===== config.mk =====
export PLATFORM = sky130hd
export DESIGN_NAME = rfconv_top
export DESIGN_NICKNAME = d
export VERILOG_FILES = /design/src/hdl/rfconv_pkg.sv /design/src/hdl/rfconv_cnt24.sv /design/src/hdl/rfconv_clock_divider_select.sv /design/src/hdl/rfconv_top.sv
export VERILOG_INCLUDE_DIRS = /design/src /design/src/hdl
export SDC_FILE = /design/constraint.sdc
export NUM_CORES = 1
export LEC_CHECK = 0
export BUFFER_PORTS_ARGS = -buffer_cell sky130_fd_sc_hd__buf_2
export CAP_MARGIN = 20
export CORE_MARGIN = 4
export CORE_UTILIZATION = 45
export CTS_CLUSTER_DIAMETER = 200
export DETAILED_ROUTE_END_ITERATION = 10
export PLACE_DENSITY = 0.73
export SLEW_MARGIN = 20
export SYNTH_ARGS = -nofsm -noshare
export SYNTH_HDL_FRONTEND = slang
export SYNTH_SLANG_ARGS = --single-unit

===== constraint.sdc =====
create_clock -name clk_i -period 3.65 [get_ports clk_i]
set_input_delay 0.5475 -clock clk_i [delete_from_list [all_inputs] [get_ports clk_i]]
set_output_delay 0.5475 -clock clk_i [all_outputs]
set_load 0.05 [all_outputs]

===== src/hdl/rfconv_defs.svh =====
/*
 * Register indexes, field positions and reset values of the
 * resistance-to-frequency converter. Assumes that each index is
 * turned into a byte address four times as large by the bus.
 */
`ifndef RFCONV_DEFS_SVH
`define RFCONV_DEFS_SVH

// Register indexes, byte address is index * 4
`define RFCONV_IDX_W        15
`define RFCONV_IDX_CLK      15'h5067
`define RFCONV_IDX_CTL      15'h53a0
`define RFCONV_IDX_TRIG     15'h53a2
`define RFCONV_IDX_MEAS_LO  15'h53a4
`define RFCONV_IDX_MEAS_HI  15'h53a6
`define RFCONV_IDX_TB_LO    15'h53a8
`define RFCONV_IDX_TB_HI    15'h53aa
`define RFCONV_IDX_MASK     15'h53ac
`define RFCONV_IDX_FLAG     15'h53ae

// Clock control fields and reset
`define RFCONV_CLK_DIV_LSB  4
`define RFCONV_CLK_SRC_BIT  2
`define RFCONV_CLK_GATE_BIT 0
`define RFCONV_CLK_DIV_RST  2'h0
`define RFCONV_CLK_SRC_RST  1'h1

// Control fields
`define RFCONV_CTL_CONT_BIT 7
`define RFCONV_CTL_EVT_BIT  6
`define RFCONV_CTL_EN_BIT   0

// Trigger, flag and mask fields
`define RFCONV_TRG_SENB_BIT 2
`define RFCONV_TRG_SENA_BIT 1
`define RFCONV_TRG_REF_BIT  0
`define RFCONV_FLG_TB_BIT   4
`define RFCONV_FLG_MEAS_BIT 3
`define RFCONV_FLG_W        5
`define RFCONV_CNT_W        24

`endif


===== src/hdl/rfconv_pkg.sv =====
/*
 * Types of the resistance-to-frequency converter.
 * Assumes rfconv_defs.svh is compiled alongside.
 */
package rfconv_pkg;

    // Which oscillation is running
    typedef enum logic [1:0] {
        OSC_IDLE,
        OSC_REF,
        OSC_SENA,
        OSC_SENB
    } rfconv_osc_e;

    // Register and handshake state of the top
    typedef struct packed {
        logic [1:0]  div;
        logic        src;
        logic        gate;
        logic        cont;
        logic        evt;
        logic        en;
        rfconv_osc_e osc;
        logic [4:0]  flag;
        logic [4:0]  mask;
        logic [2:0]  sense;
        logic        ack;
        logic        irq;
        logic [31:0] rdata;
    } rfconv_state_s;

endpackage


===== src/hdl/rfconv_cnt24.sv =====
/*
 * 24-bit up counter written as a 16-bit low and 8-bit high half.
 * Assumes write strobes and increments come from the same clock.
 */
`timescale 1ns/1ps
`default_nettype none
`include "rfconv_defs.svh"

module rfconv_cnt24 (
    // Clock and reset
    input  wire logic        clk_i,
    input  wire logic        rst_i,
    // Software access
    input  wire logic        wr_lo_i,
    input  wire logic        wr_hi_i,
    input  wire logic [1:0]  be_i,
    input  wire logic [15:0] wdata_i,
    // Counting
    input  wire logic        inc_i,
    output logic [23:0]      value_o,
    output logic             wrap_o
);
    logic [23:0] cnt_q;
    logic [23:0] cnt_d;
    logic        wr_any;

    assign wr_any  = wr_lo_i | wr_hi_i;
    // No wrap reported in a cycle that software overwrites
    assign wrap_o  = inc_i & ~wr_any & (&cnt_q);
    assign value_o = cnt_q;

    // Software write beats a count in the same cycle
    always_comb begin
        cnt_d = cnt_q;
        if (inc_i && !wr_any) begin
            cnt_d = cnt_q + 24'h000001;
        end
        if (wr_lo_i && be_i[0]) begin
            cnt_d[7:0] = wdata_i[7:0];
        end
        if (wr_lo_i && be_i[1]) begin
            cnt_d[15:8] = wdata_i[15:8];
        end
        if (wr_hi_i && be_i[0]) begin
            cnt_d[23:16] = wdata_i[7:0];
        end
    end

    always_ff @(posedge clk_i) begin
        if (rst_i) begin
            cnt_q <= 24'h000000;
        end else begin
            cnt_q <= cnt_d;
        end
    end

    a_cnt_wrap_zero: assert property (
        @(posedge clk_i) disable iff (rst_i)
        wrap_o |=> (value_o == 24'h000000))
        else $error("counter did not wrap to zero");

endmodule
`default_nettype wire


===== src/hdl/rfconv_clock_divider_select.sv =====
/*
 * Converter count clock: picks a source pin, divides source three,
 * gates, and gives a one-cycle enable pulse. Pins are asynchronous.
 */
`timescale 1ns/1ps
`default_nettype none
`include "rfconv_defs.svh"

module rfconv_clock_divider_select (
    // Clock and reset
    input  wire logic       clk_i,
    input  wire logic       rst_i,
    // Source pins
    input  wire logic       clock_source_one_i,
    input  wire logic       clock_source_three_i,
    // Settings
    input  wire logic       src_sel_i,
    input  wire logic [1:0] div_sel_i,
    input  wire logic       gate_i,
    // Count enable pulse
    output logic            tick_o
);
    typedef struct packed {
        logic [1:0] s1;
        logic [1:0] s3;
        logic       l1;
        logic       l3;
        logic [2:0] pre;
        logic       tick;
    } rfconv_div_s;

    rfconv_div_s st_q;
    rfconv_div_s st_d;
    logic        edge1;
    logic        edge3;
    logic [2:0]  mask;

    // Edges read only the second sync stage
    assign edge1 = st_q.s1[1] & ~st_q.l1;
    assign edge3 = st_q.s3[1] & ~st_q.l3;
    assign tick_o = st_q.tick;

    always_comb begin
        st_d    = st_q;
        st_d.s1 = {st_q.s1[0], clock_source_one_i};
        st_d.s3 = {st_q.s3[0], clock_source_three_i};
        st_d.l1 = st_q.s1[1];
        st_d.l3 = st_q.s3[1];
        // Ratio 1/1, 1/2, 1/4, 1/8 on source three only
        unique case (div_sel_i)
            2'h0: mask = 3'h0;
            2'h1: mask = 3'h1;
            2'h2: mask = 3'h3;
            2'h3: mask = 3'h7;
        endcase
        if (edge3) begin
            st_d.pre = st_q.pre + 3'h1;
        end
        st_d.tick = gate_i & (src_sel_i ? edge1
                    : (edge3 && ((st_q.pre & mask) == mask)));
    end

    always_ff @(posedge clk_i) begin
        if (rst_i) begin
            st_q <= '0;
        end else begin
            st_q <= st_d;
        end
    end

    a_tick_gated: assert property (
        @(posedge clk_i) disable iff (rst_i)
        tick_o |-> $past(gate_i))
        else $error("count tick with clock gate closed");

endmodule
`default_nettype wire


===== src/hdl/rfconv_top.sv =====
/*
 * Resistance-to-frequency converter control, one channel, behind a
 * classic Wishbone slave with 32-bit data. Assumes oscillation and
 * clock source pins are asynchronous and are synchronised here.
 */
// Added by the designer: register access over Wishbone.
`timescale 1ns/1ps
`default_nettype none
`include "rfconv_defs.svh"

// Summary of operation
// - Two-bit divider gives 1/1 to 1/8, only on source three.
// - Source select picks source one when set; gate passes clock.
// - Enable, continuous and event mode bits reset to zero.
// - With enable set, writing a trigger bit starts it; bit reads one while running.
// - Both 24-bit counters split low/high, writable, reset zero.
// - Time base overflow sets flag bit four, cleared by one.
// - In event mode, measurement overflow sets flag bit three, cleared by one.
// - Each finished oscillation sets its done flag, cleared by one.
// - Mask bits enable each cause at the flag bit positions.
module rfconv_top (
    // Clock and reset
    input  wire logic        clk_i,
    input  wire logic        rst_i,
    // Wishbone slave
    input  wire logic        wb_cyc_i,
    input  wire logic        wb_stb_i,
    input  wire logic        wb_we_i,
    input  wire logic [31:0] wb_adr_i,
    input  wire logic [3:0]  wb_sel_i,
    input  wire logic [31:0] wb_dat_i,
    output logic [31:0]      wb_dat_o,
    output logic             wb_ack_o,
    // Clock source pins
    input  wire logic        clock_source_one_i,
    input  wire logic        clock_source_three_i,
    // Oscillation circuit
    input  wire logic        osc_sense_i,
    output logic             reference_osc_o,
    output logic             sensor_a_osc_o,
    output logic             sensor_b_osc_o,
    // Interrupt
    output logic             irq_o
);
    rfconv_pkg::rfconv_state_s st_q;
    rfconv_pkg::rfconv_state_s st_d;

    logic [`RFCONV_IDX_W-1:0]  idx;
    logic                      req;
    logic                      hit;
    logic                      wr_fire;
    logic                      wr_clk;
    logic                      wr_ctl;
    logic                      wr_trig;
    logic                      wr_mask;
    logic                      wr_flag;
    logic                      wr_meas_lo;
    logic                      wr_meas_hi;
    logic                      wr_tb_lo;
    logic                      wr_tb_hi;
    logic                      tick;
    logic                      running;
    logic                      sense_edge;
    logic                      meas_inc;
    logic                      tb_inc;
    logic                      meas_wrap;
    logic                      tb_wrap;
    logic [`RFCONV_CNT_W-1:0]  meas_val;
    logic [`RFCONV_CNT_W-1:0]  tb_val;
    logic [2:0]                trig_rd;
    logic [2:0]                done_set;
    logic [`RFCONV_FLG_W-1:0]  flag_set;
    logic [`RFCONV_FLG_W-1:0]  flag_clr;
    logic [31:0]               rd;

    // Bus decode; index sits on address bits 16:2
    assign idx = wb_adr_i[16:2];
    assign req = wb_cyc_i & wb_stb_i;
    assign hit = (wb_adr_i[31:17] == 15'h0000)
               & (wb_adr_i[1:0] == 2'h0);
    // Writes land on the edge where the master sees ack
    assign wr_fire = req & wb_we_i & st_q.ack & hit;

    // Per-register write strobes, lane 0 for 8-bit fields
    assign wr_clk  = wr_fire & wb_sel_i[0]
                   & (idx == `RFCONV_IDX_CLK);
    assign wr_ctl  = wr_fire & wb_sel_i[0]
                   & (idx == `RFCONV_IDX_CTL);
    assign wr_trig = wr_fire & wb_sel_i[0]
                   & (idx == `RFCONV_IDX_TRIG);
    assign wr_mask = wr_fire & wb_sel_i[0]
                   & (idx == `RFCONV_IDX_MASK);
    assign wr_flag = wr_fire & wb_sel_i[0]
                   & (idx == `RFCONV_IDX_FLAG);
    assign wr_meas_lo = wr_fire & (idx == `RFCONV_IDX_MEAS_LO);
    assign wr_meas_hi = wr_fire & (idx == `RFCONV_IDX_MEAS_HI);
    assign wr_tb_lo   = wr_fire & (idx == `RFCONV_IDX_TB_LO);
    assign wr_tb_hi   = wr_fire & (idx == `RFCONV_IDX_TB_HI);

    // Counting only while an oscillation runs
    assign running    = (st_q.osc != rfconv_pkg::OSC_IDLE);
    assign sense_edge = st_q.sense[1] & ~st_q.sense[2];
    assign meas_inc   = running & sense_edge;
    assign tb_inc     = running & tick;

    // Trigger bits read back as running status
    always_comb begin
        trig_rd = 3'h0;
        trig_rd[`RFCONV_TRG_REF_BIT]  =
            (st_q.osc == rfconv_pkg::OSC_REF);
        trig_rd[`RFCONV_TRG_SENA_BIT] =
            (st_q.osc == rfconv_pkg::OSC_SENA);
        trig_rd[`RFCONV_TRG_SENB_BIT] =
            (st_q.osc == rfconv_pkg::OSC_SENB);
    end

    // Event mode has no completion, its wrap is an error
    assign done_set = (meas_wrap && !st_q.evt) ? trig_rd : 3'h0;

    // Flag sources and write-one clears
    always_comb begin
        flag_set = {2'h0, done_set};
        flag_set[`RFCONV_FLG_TB_BIT]   = tb_wrap;
        flag_set[`RFCONV_FLG_MEAS_BIT] =
            meas_wrap & st_q.evt;
        flag_clr = wr_flag ? wb_dat_i[`RFCONV_FLG_W-1:0]
                           : 5'h00;
    end

    // Read multiplexer, reserved bits read zero
    always_comb begin
        rd = 32'h00000000;
        unique case (idx)
            `RFCONV_IDX_CLK: begin
                rd[`RFCONV_CLK_DIV_LSB +: 2] = st_q.div;
                rd[`RFCONV_CLK_SRC_BIT]      = st_q.src;
                rd[`RFCONV_CLK_GATE_BIT]     = st_q.gate;
            end
            `RFCONV_IDX_CTL: begin
                rd[`RFCONV_CTL_CONT_BIT] = st_q.cont;
                rd[`RFCONV_CTL_EVT_BIT]  = st_q.evt;
                rd[`RFCONV_CTL_EN_BIT]   = st_q.en;
            end
            `RFCONV_IDX_TRIG:    rd[2:0]  = trig_rd;
            `RFCONV_IDX_MEAS_LO: rd[15:0] = meas_val[15:0];
            `RFCONV_IDX_MEAS_HI: rd[7:0]  = meas_val[23:16];
            `RFCONV_IDX_TB_LO:   rd[15:0] = tb_val[15:0];
            `RFCONV_IDX_TB_HI:   rd[7:0]  = tb_val[23:16];
            `RFCONV_IDX_MASK:    rd[4:0]  = st_q.mask;
            `RFCONV_IDX_FLAG:    rd[4:0]  = st_q.flag;
            default:             rd       = 32'h00000000;
        endcase
        if (!hit) begin
            rd = 32'h00000000;
        end
    end

    // Next state of registers, oscillation and handshake
    always_comb begin
        st_d = st_q;
        // Sense pin: stage 0 feeds stage 1 only
        st_d.sense = {st_q.sense[1:0], osc_sense_i};
        // Single-cycle ack, dropped the cycle after
        st_d.ack   = req & ~st_q.ack;
        st_d.rdata = (req && !st_q.ack) ? rd : st_q.rdata;
        if (wr_clk) begin
            st_d.div  = wb_dat_i[`RFCONV_CLK_DIV_LSB +: 2];
            st_d.src  = wb_dat_i[`RFCONV_CLK_SRC_BIT];
            st_d.gate = wb_dat_i[`RFCONV_CLK_GATE_BIT];
        end
        if (wr_ctl) begin
            st_d.cont = wb_dat_i[`RFCONV_CTL_CONT_BIT];
            st_d.evt  = wb_dat_i[`RFCONV_CTL_EVT_BIT];
            st_d.en   = wb_dat_i[`RFCONV_CTL_EN_BIT];
        end
        if (wr_mask) begin
            st_d.mask = wb_dat_i[`RFCONV_FLG_W-1:0];
        end
        // A hardware set beats a clear in the same cycle
        st_d.flag = (st_q.flag & ~flag_clr) | flag_set;
        // Oscillation sequencing
        unique case (st_q.osc)
            rfconv_pkg::OSC_IDLE: begin
                // Reference first when several bits are written
                if (wr_trig && st_q.en) begin
                    if (wb_dat_i[`RFCONV_TRG_REF_BIT]) begin
                        st_d.osc = rfconv_pkg::OSC_REF;
                    end else if (wb_dat_i[`RFCONV_TRG_SENA_BIT]) begin
                        st_d.osc = rfconv_pkg::OSC_SENA;
                    end else if (wb_dat_i[`RFCONV_TRG_SENB_BIT]) begin
                        st_d.osc = rfconv_pkg::OSC_SENB;
                    end
                end
            end
            rfconv_pkg::OSC_REF,
            rfconv_pkg::OSC_SENA,
            rfconv_pkg::OSC_SENB: begin
                // Continuous mode keeps oscillating past done
                if (tb_wrap) begin
                    st_d.osc = rfconv_pkg::OSC_IDLE;
                end else if (|done_set && !st_q.cont) begin
                    st_d.osc = rfconv_pkg::OSC_IDLE;
                end
                // Writing zero to the running bit stops it
                if (wr_trig && ((wb_dat_i[2:0] & trig_rd) == 3'h0))
                begin
                    st_d.osc = rfconv_pkg::OSC_IDLE;
                end
            end
        endcase
        if (!st_q.en) begin
            st_d.osc = rfconv_pkg::OSC_IDLE;
        end
        // Registered so the line is glitch free
        st_d.irq = |(st_d.flag & st_d.mask);
    end

    // Single register for all top state
    always_ff @(posedge clk_i) begin
        if (rst_i) begin
            st_q      <= '0;
            st_q.div  <= `RFCONV_CLK_DIV_RST;
            st_q.src  <= `RFCONV_CLK_SRC_RST;
            st_q.osc  <= rfconv_pkg::OSC_IDLE;
        end else begin
            st_q <= st_d;
        end
    end

    // Outputs straight from state
    assign wb_ack_o        = st_q.ack;
    assign wb_dat_o        = st_q.rdata;
    assign irq_o           = st_q.irq;
    assign reference_osc_o = (st_q.osc == rfconv_pkg::OSC_REF);
    assign sensor_a_osc_o  = (st_q.osc == rfconv_pkg::OSC_SENA);
    assign sensor_b_osc_o  = (st_q.osc == rfconv_pkg::OSC_SENB);

    // Count clock: source pick, divide and gate
    rfconv_clock_divider_select u_clock_divider_select (
        .clk_i                (clk_i),
        .rst_i                (rst_i),
        .clock_source_one_i   (clock_source_one_i),
        .clock_source_three_i (clock_source_three_i),
        .src_sel_i            (st_q.src),
        .div_sel_i            (st_q.div),
        .gate_i               (st_q.gate),
        .tick_o               (tick)
    );

    // Measurement counter counts oscillation edges
    rfconv_cnt24 u_meas (
        .clk_i   (clk_i),
        .rst_i   (rst_i),
        .wr_lo_i (wr_meas_lo),
        .wr_hi_i (wr_meas_hi),
        .be_i    (wb_sel_i[1:0]),
        .wdata_i (wb_dat_i[15:0]),
        .inc_i   (meas_inc),
        .value_o (meas_val),
        .wrap_o  (meas_wrap)
    );

    // Time base counter counts converter clock ticks
    rfconv_cnt24 u_tb (
        .clk_i   (clk_i),
        .rst_i   (rst_i),
        .wr_lo_i (wr_tb_lo),
        .wr_hi_i (wr_tb_hi),
        .be_i    (wb_sel_i[1:0]),
        .wdata_i (wb_dat_i[15:0]),
        .inc_i   (tb_inc),
        .value_o (tb_val),
        .wrap_o  (tb_wrap)
    );

    // Checks on the live behaviour
    a_ack_single: assert property (
        @(posedge clk_i) disable iff (rst_i)
        wb_ack_o |=> !wb_ack_o)
        else $error("ack held longer than one cycle");

    a_irq_follows: assert property (
        @(posedge clk_i) disable iff (rst_i)
        irq_o == |(st_q.flag & st_q.mask))
        else $error("irq does not match enabled flags");

    a_mask_gates: assert property (
        @(posedge clk_i) disable iff (rst_i)
        (st_q.mask == 5'h00) |-> !irq_o)
        else $error("irq raised with all causes masked");

    a_tb_flag_w1c: assert property (
        @(posedge clk_i) disable iff (rst_i)
        (wr_flag && wb_dat_i[`RFCONV_FLG_TB_BIT] && !tb_wrap)
        |=> !st_q.flag[`RFCONV_FLG_TB_BIT])
        else $error("time base flag not cleared by one");

    a_tb_set_wins: assert property (
        @(posedge clk_i) disable iff (rst_i)
        tb_wrap |=> st_q.flag[`RFCONV_FLG_TB_BIT])
        else $error("time base overflow lost");

    a_meas_ovf: assert property (
        @(posedge clk_i) disable iff (rst_i)
        (meas_wrap && st_q.evt)
        |=> st_q.flag[`RFCONV_FLG_MEAS_BIT])
        else $error("measurement overflow not flagged");

    a_ref_done: assert property (
        @(posedge clk_i) disable iff (rst_i)
        (meas_wrap && !st_q.evt
         && st_q.osc == rfconv_pkg::OSC_REF)
        |=> st_q.flag[`RFCONV_TRG_REF_BIT])
        else $error("reference done flag not set");

    a_trig_start: assert property (
        @(posedge clk_i) disable iff (rst_i)
        (wr_trig && st_q.en && !running
         && wb_dat_i[`RFCONV_TRG_REF_BIT])
        |=> reference_osc_o ##1 (reference_osc_o || !running))
        else $error("reference oscillation did not start");

    a_off_idle: assert property (
        @(posedge clk_i) disable iff (rst_i)
        !st_q.en |=> !running)
        else $error("oscillation runs while disabled");

endmodule
`default_nettype wire


==> results_dict.tcl <==
set metrics [dict create \
    ioPinCount 113 \
    leakage_nw 2.17 \
    syn_avg_cell_area_um2 7.77 \
    grt-ovfl-total 0 \
    worstMarginPinSlew_ps 989 \
    cts_tree "done" \
    grt_max_degree 94 \
    setup_violations 0 \
    firstDrtPassIters 6 \
    drc 0 \
    ys_ff_latch 98 \
    synthFlopType "dfxtp_1" \
    grt_pass1_vias 5239 \
    grt_pass1_wl_mm 26.6 \
    path_class "flip-flop to flip-flop" \
    nets 842 \
    clk_latency_ps 350 \
    die_h_um 119 \
    clockBufferDepth 2 \
    clk_pin_slew_ps 70 \
    fin_hold_ws_ps 403 \
    cellPowerDensity_nw_per_um2 348 \
    vias 5609 \
    hold_violations 0 \
    seq_area_frac_synth 0.352 \
    regToRegSetupSlack_ps 870 \
    ctsHoldBuffers 0 \
    initial_utilization 0.462 \
    core_um2 12100 \
    dp_hpwl_mm 12.2 \
    cp.required_ps 3910 \
    clock.fmax_mhz 360 \
    cts.htree.levels 3 \
    dp_cells 920 \
    cp-end-kind "flip-flop" \
    final_cells 935 \
    min_period_ps 2780 \
    finalSetupTns_ps 0 \
    maxSlewViolCount 0 \
    yosysMostFrequentCell "nor2_1" \
    rsz0062_at_grt "false" \
    dieWidth_um 119 \
    status "finished clean" \
    placed_area_um2 5950 \
    grt_usage 0.233 \
    io_buffers 78 \
    synth_edf_count 0 \
    maxCapViolCount 0 \
    via_per_inst 6.00 \
    synth_top_cell_area_share 0.352 \
    synthTopCellsByCount "103 x nor2_1, 98 x dfxtp_1, 65 x nand2_1" \
    finalClockSkew_ps 7.64 \
    crit_arrival_ps 3040 \
    drt-initial-drc-count 629 \
    finalPower_mw 2.17 \
    yosysWarnings 0 \
    relSlewSlack 0.341 \
    cts_root_buf "clkbuf_16" \
    syn-cell-area_um2 5570 \
    layout-drive-gt1-share 0.168 \
    async_flop_share 0 \
    design_area_um2 6230 \
    yosysUniqueCellTypes 67 \
    die_area_um2 14200 \
    cts_setup_buffers 0 \
    yosys.area.top_type "dfxtp_1" \
    antenna_found_initial 0 \
    worstSetupStartpointType "flip-flop" \
    crit_fanout 8 \
    finalCritPeriodShare 0.761 \
    syn_inst 717 \
    diodes 0 \
    cts.sinks 98 \
    hold_path.class "input port to flip-flop" \
    wl_mm 16.9 \
    synth_area_leaders "dfxtp_1 35%, nor2_1 6.9%, nand2_1 4.4%" \
    post_drt_wl_per_cell_um 18.1 \
    cts-buffers-inserted 9 \
    placementRows 40 \
    ant_nets 0 \
    ir_drop_mv 0.398 \
    cts_resized 0 \
    routabilityCongestion 0.902 \
    area_growth_pct 11.9 \
]
stage by stage:
step           setup slack, ps  utilization
6_report                   871        0.517
2_1_floorplan             1130            -
5_1_grt                    609        0.517
3_5_place_dp               752        0.493
3_3_place_gp               796        0.493
4_1_cts                    949        0.517
registers in the layout, summed over array words and instances (netlist names):
name                           flops
st_q                              20
u_tb.value_o                      24
st_d                               2
u_clock_divider_select.st_d        4
irq_o                              1
wb_ack_o                           1
u_meas.value_o                    24
u_clock_divider_select.st_q        5
wb_dat_o                          16
u_clock_divider_select.tick_o      1
cell type report:
class                      count  area [µm²]
multi-input combinational    540        3190
inverter                      21        78.8
sequential                    98        1960
clock buffer                  13         250
clock inverter                 2        37.5
timing repair buffer          93         503
fill                        1181        5830
tap                          168         210
worst paths after layout:
check,startpoint,endpoint,cells after the start
setup reg to reg,u_meas.value_o[2],u_meas.value_o[23],7
hold / removal,clock_source_three_i,u_clock_divider_select.st_d[7],2
setup / recovery,u_meas.value_o[2],u_meas.value_o[23],7
hold reg to reg,u_clock_divider_select.st_d[7],u_clock_divider_select.st_d[4],1
where the power goes:
group          switching, mW  internal [mW]
clock network          0.407          0.547
registers            0.00225           1.07
logic                  0.102         0.0360
worst max-delay path, cell delays in order (launching register included):
cell and delay [ps]:
dfxtp_1 470, nand3_1 250, nor3_1 490, nand4_1 410
a2111oi_2 540, nand3_1 150, xor2_1 170, a211oi_1 200
cell usage in the layout, fill, tap and decap left out, types with 16 or more instances in the layout:
| cell | n |
|---|---|
| dfxtp_1 | 98 |
| a31oi_1 | 20 |
| nor2_1 | 103 |
| buf_2 | 78 |
| inv_1 | 21 |
| conb_1 | 16 |
| a21oi_1 | 47 |
| o21ai_0 | 33 |
| a22oi_1 | 25 |
| nand3_1 | 30 |
| nand2_1 | 65 |
metal layers:
layer  part of all wire  wire, µm  up-vias  global-route usage
li1                   -         -     2644                   -
met1               0.42      7190     2615               0.313
met2               0.45      7690      309               0.362
met3              0.094      1600       41              0.0613
met4              0.027       464        0              0.0830
met5                  0         0        -                   0
cells by family (layout without fill, tap and decap cells):
group | after synthesis | in the layout | share of synthesized area
other | 1 | 16 | 0.000673
multiplexers | 14 | 14 | 0.0343
AO/OA/AOI/OAI | 181 | 181 | 0.217
adder cells (fa/ha/maj) | 3 | 3 | 0.00673
buffers and inverters | 94 | 129 | 0.0864
XOR/XNOR | 15 | 15 | 0.0236
flip-flops | 98 | 98 | 0.352
AND/OR/NAND/NOR | 311 | 311 | 0.279
No activity file was read; power rests on OpenSTA's default activity.
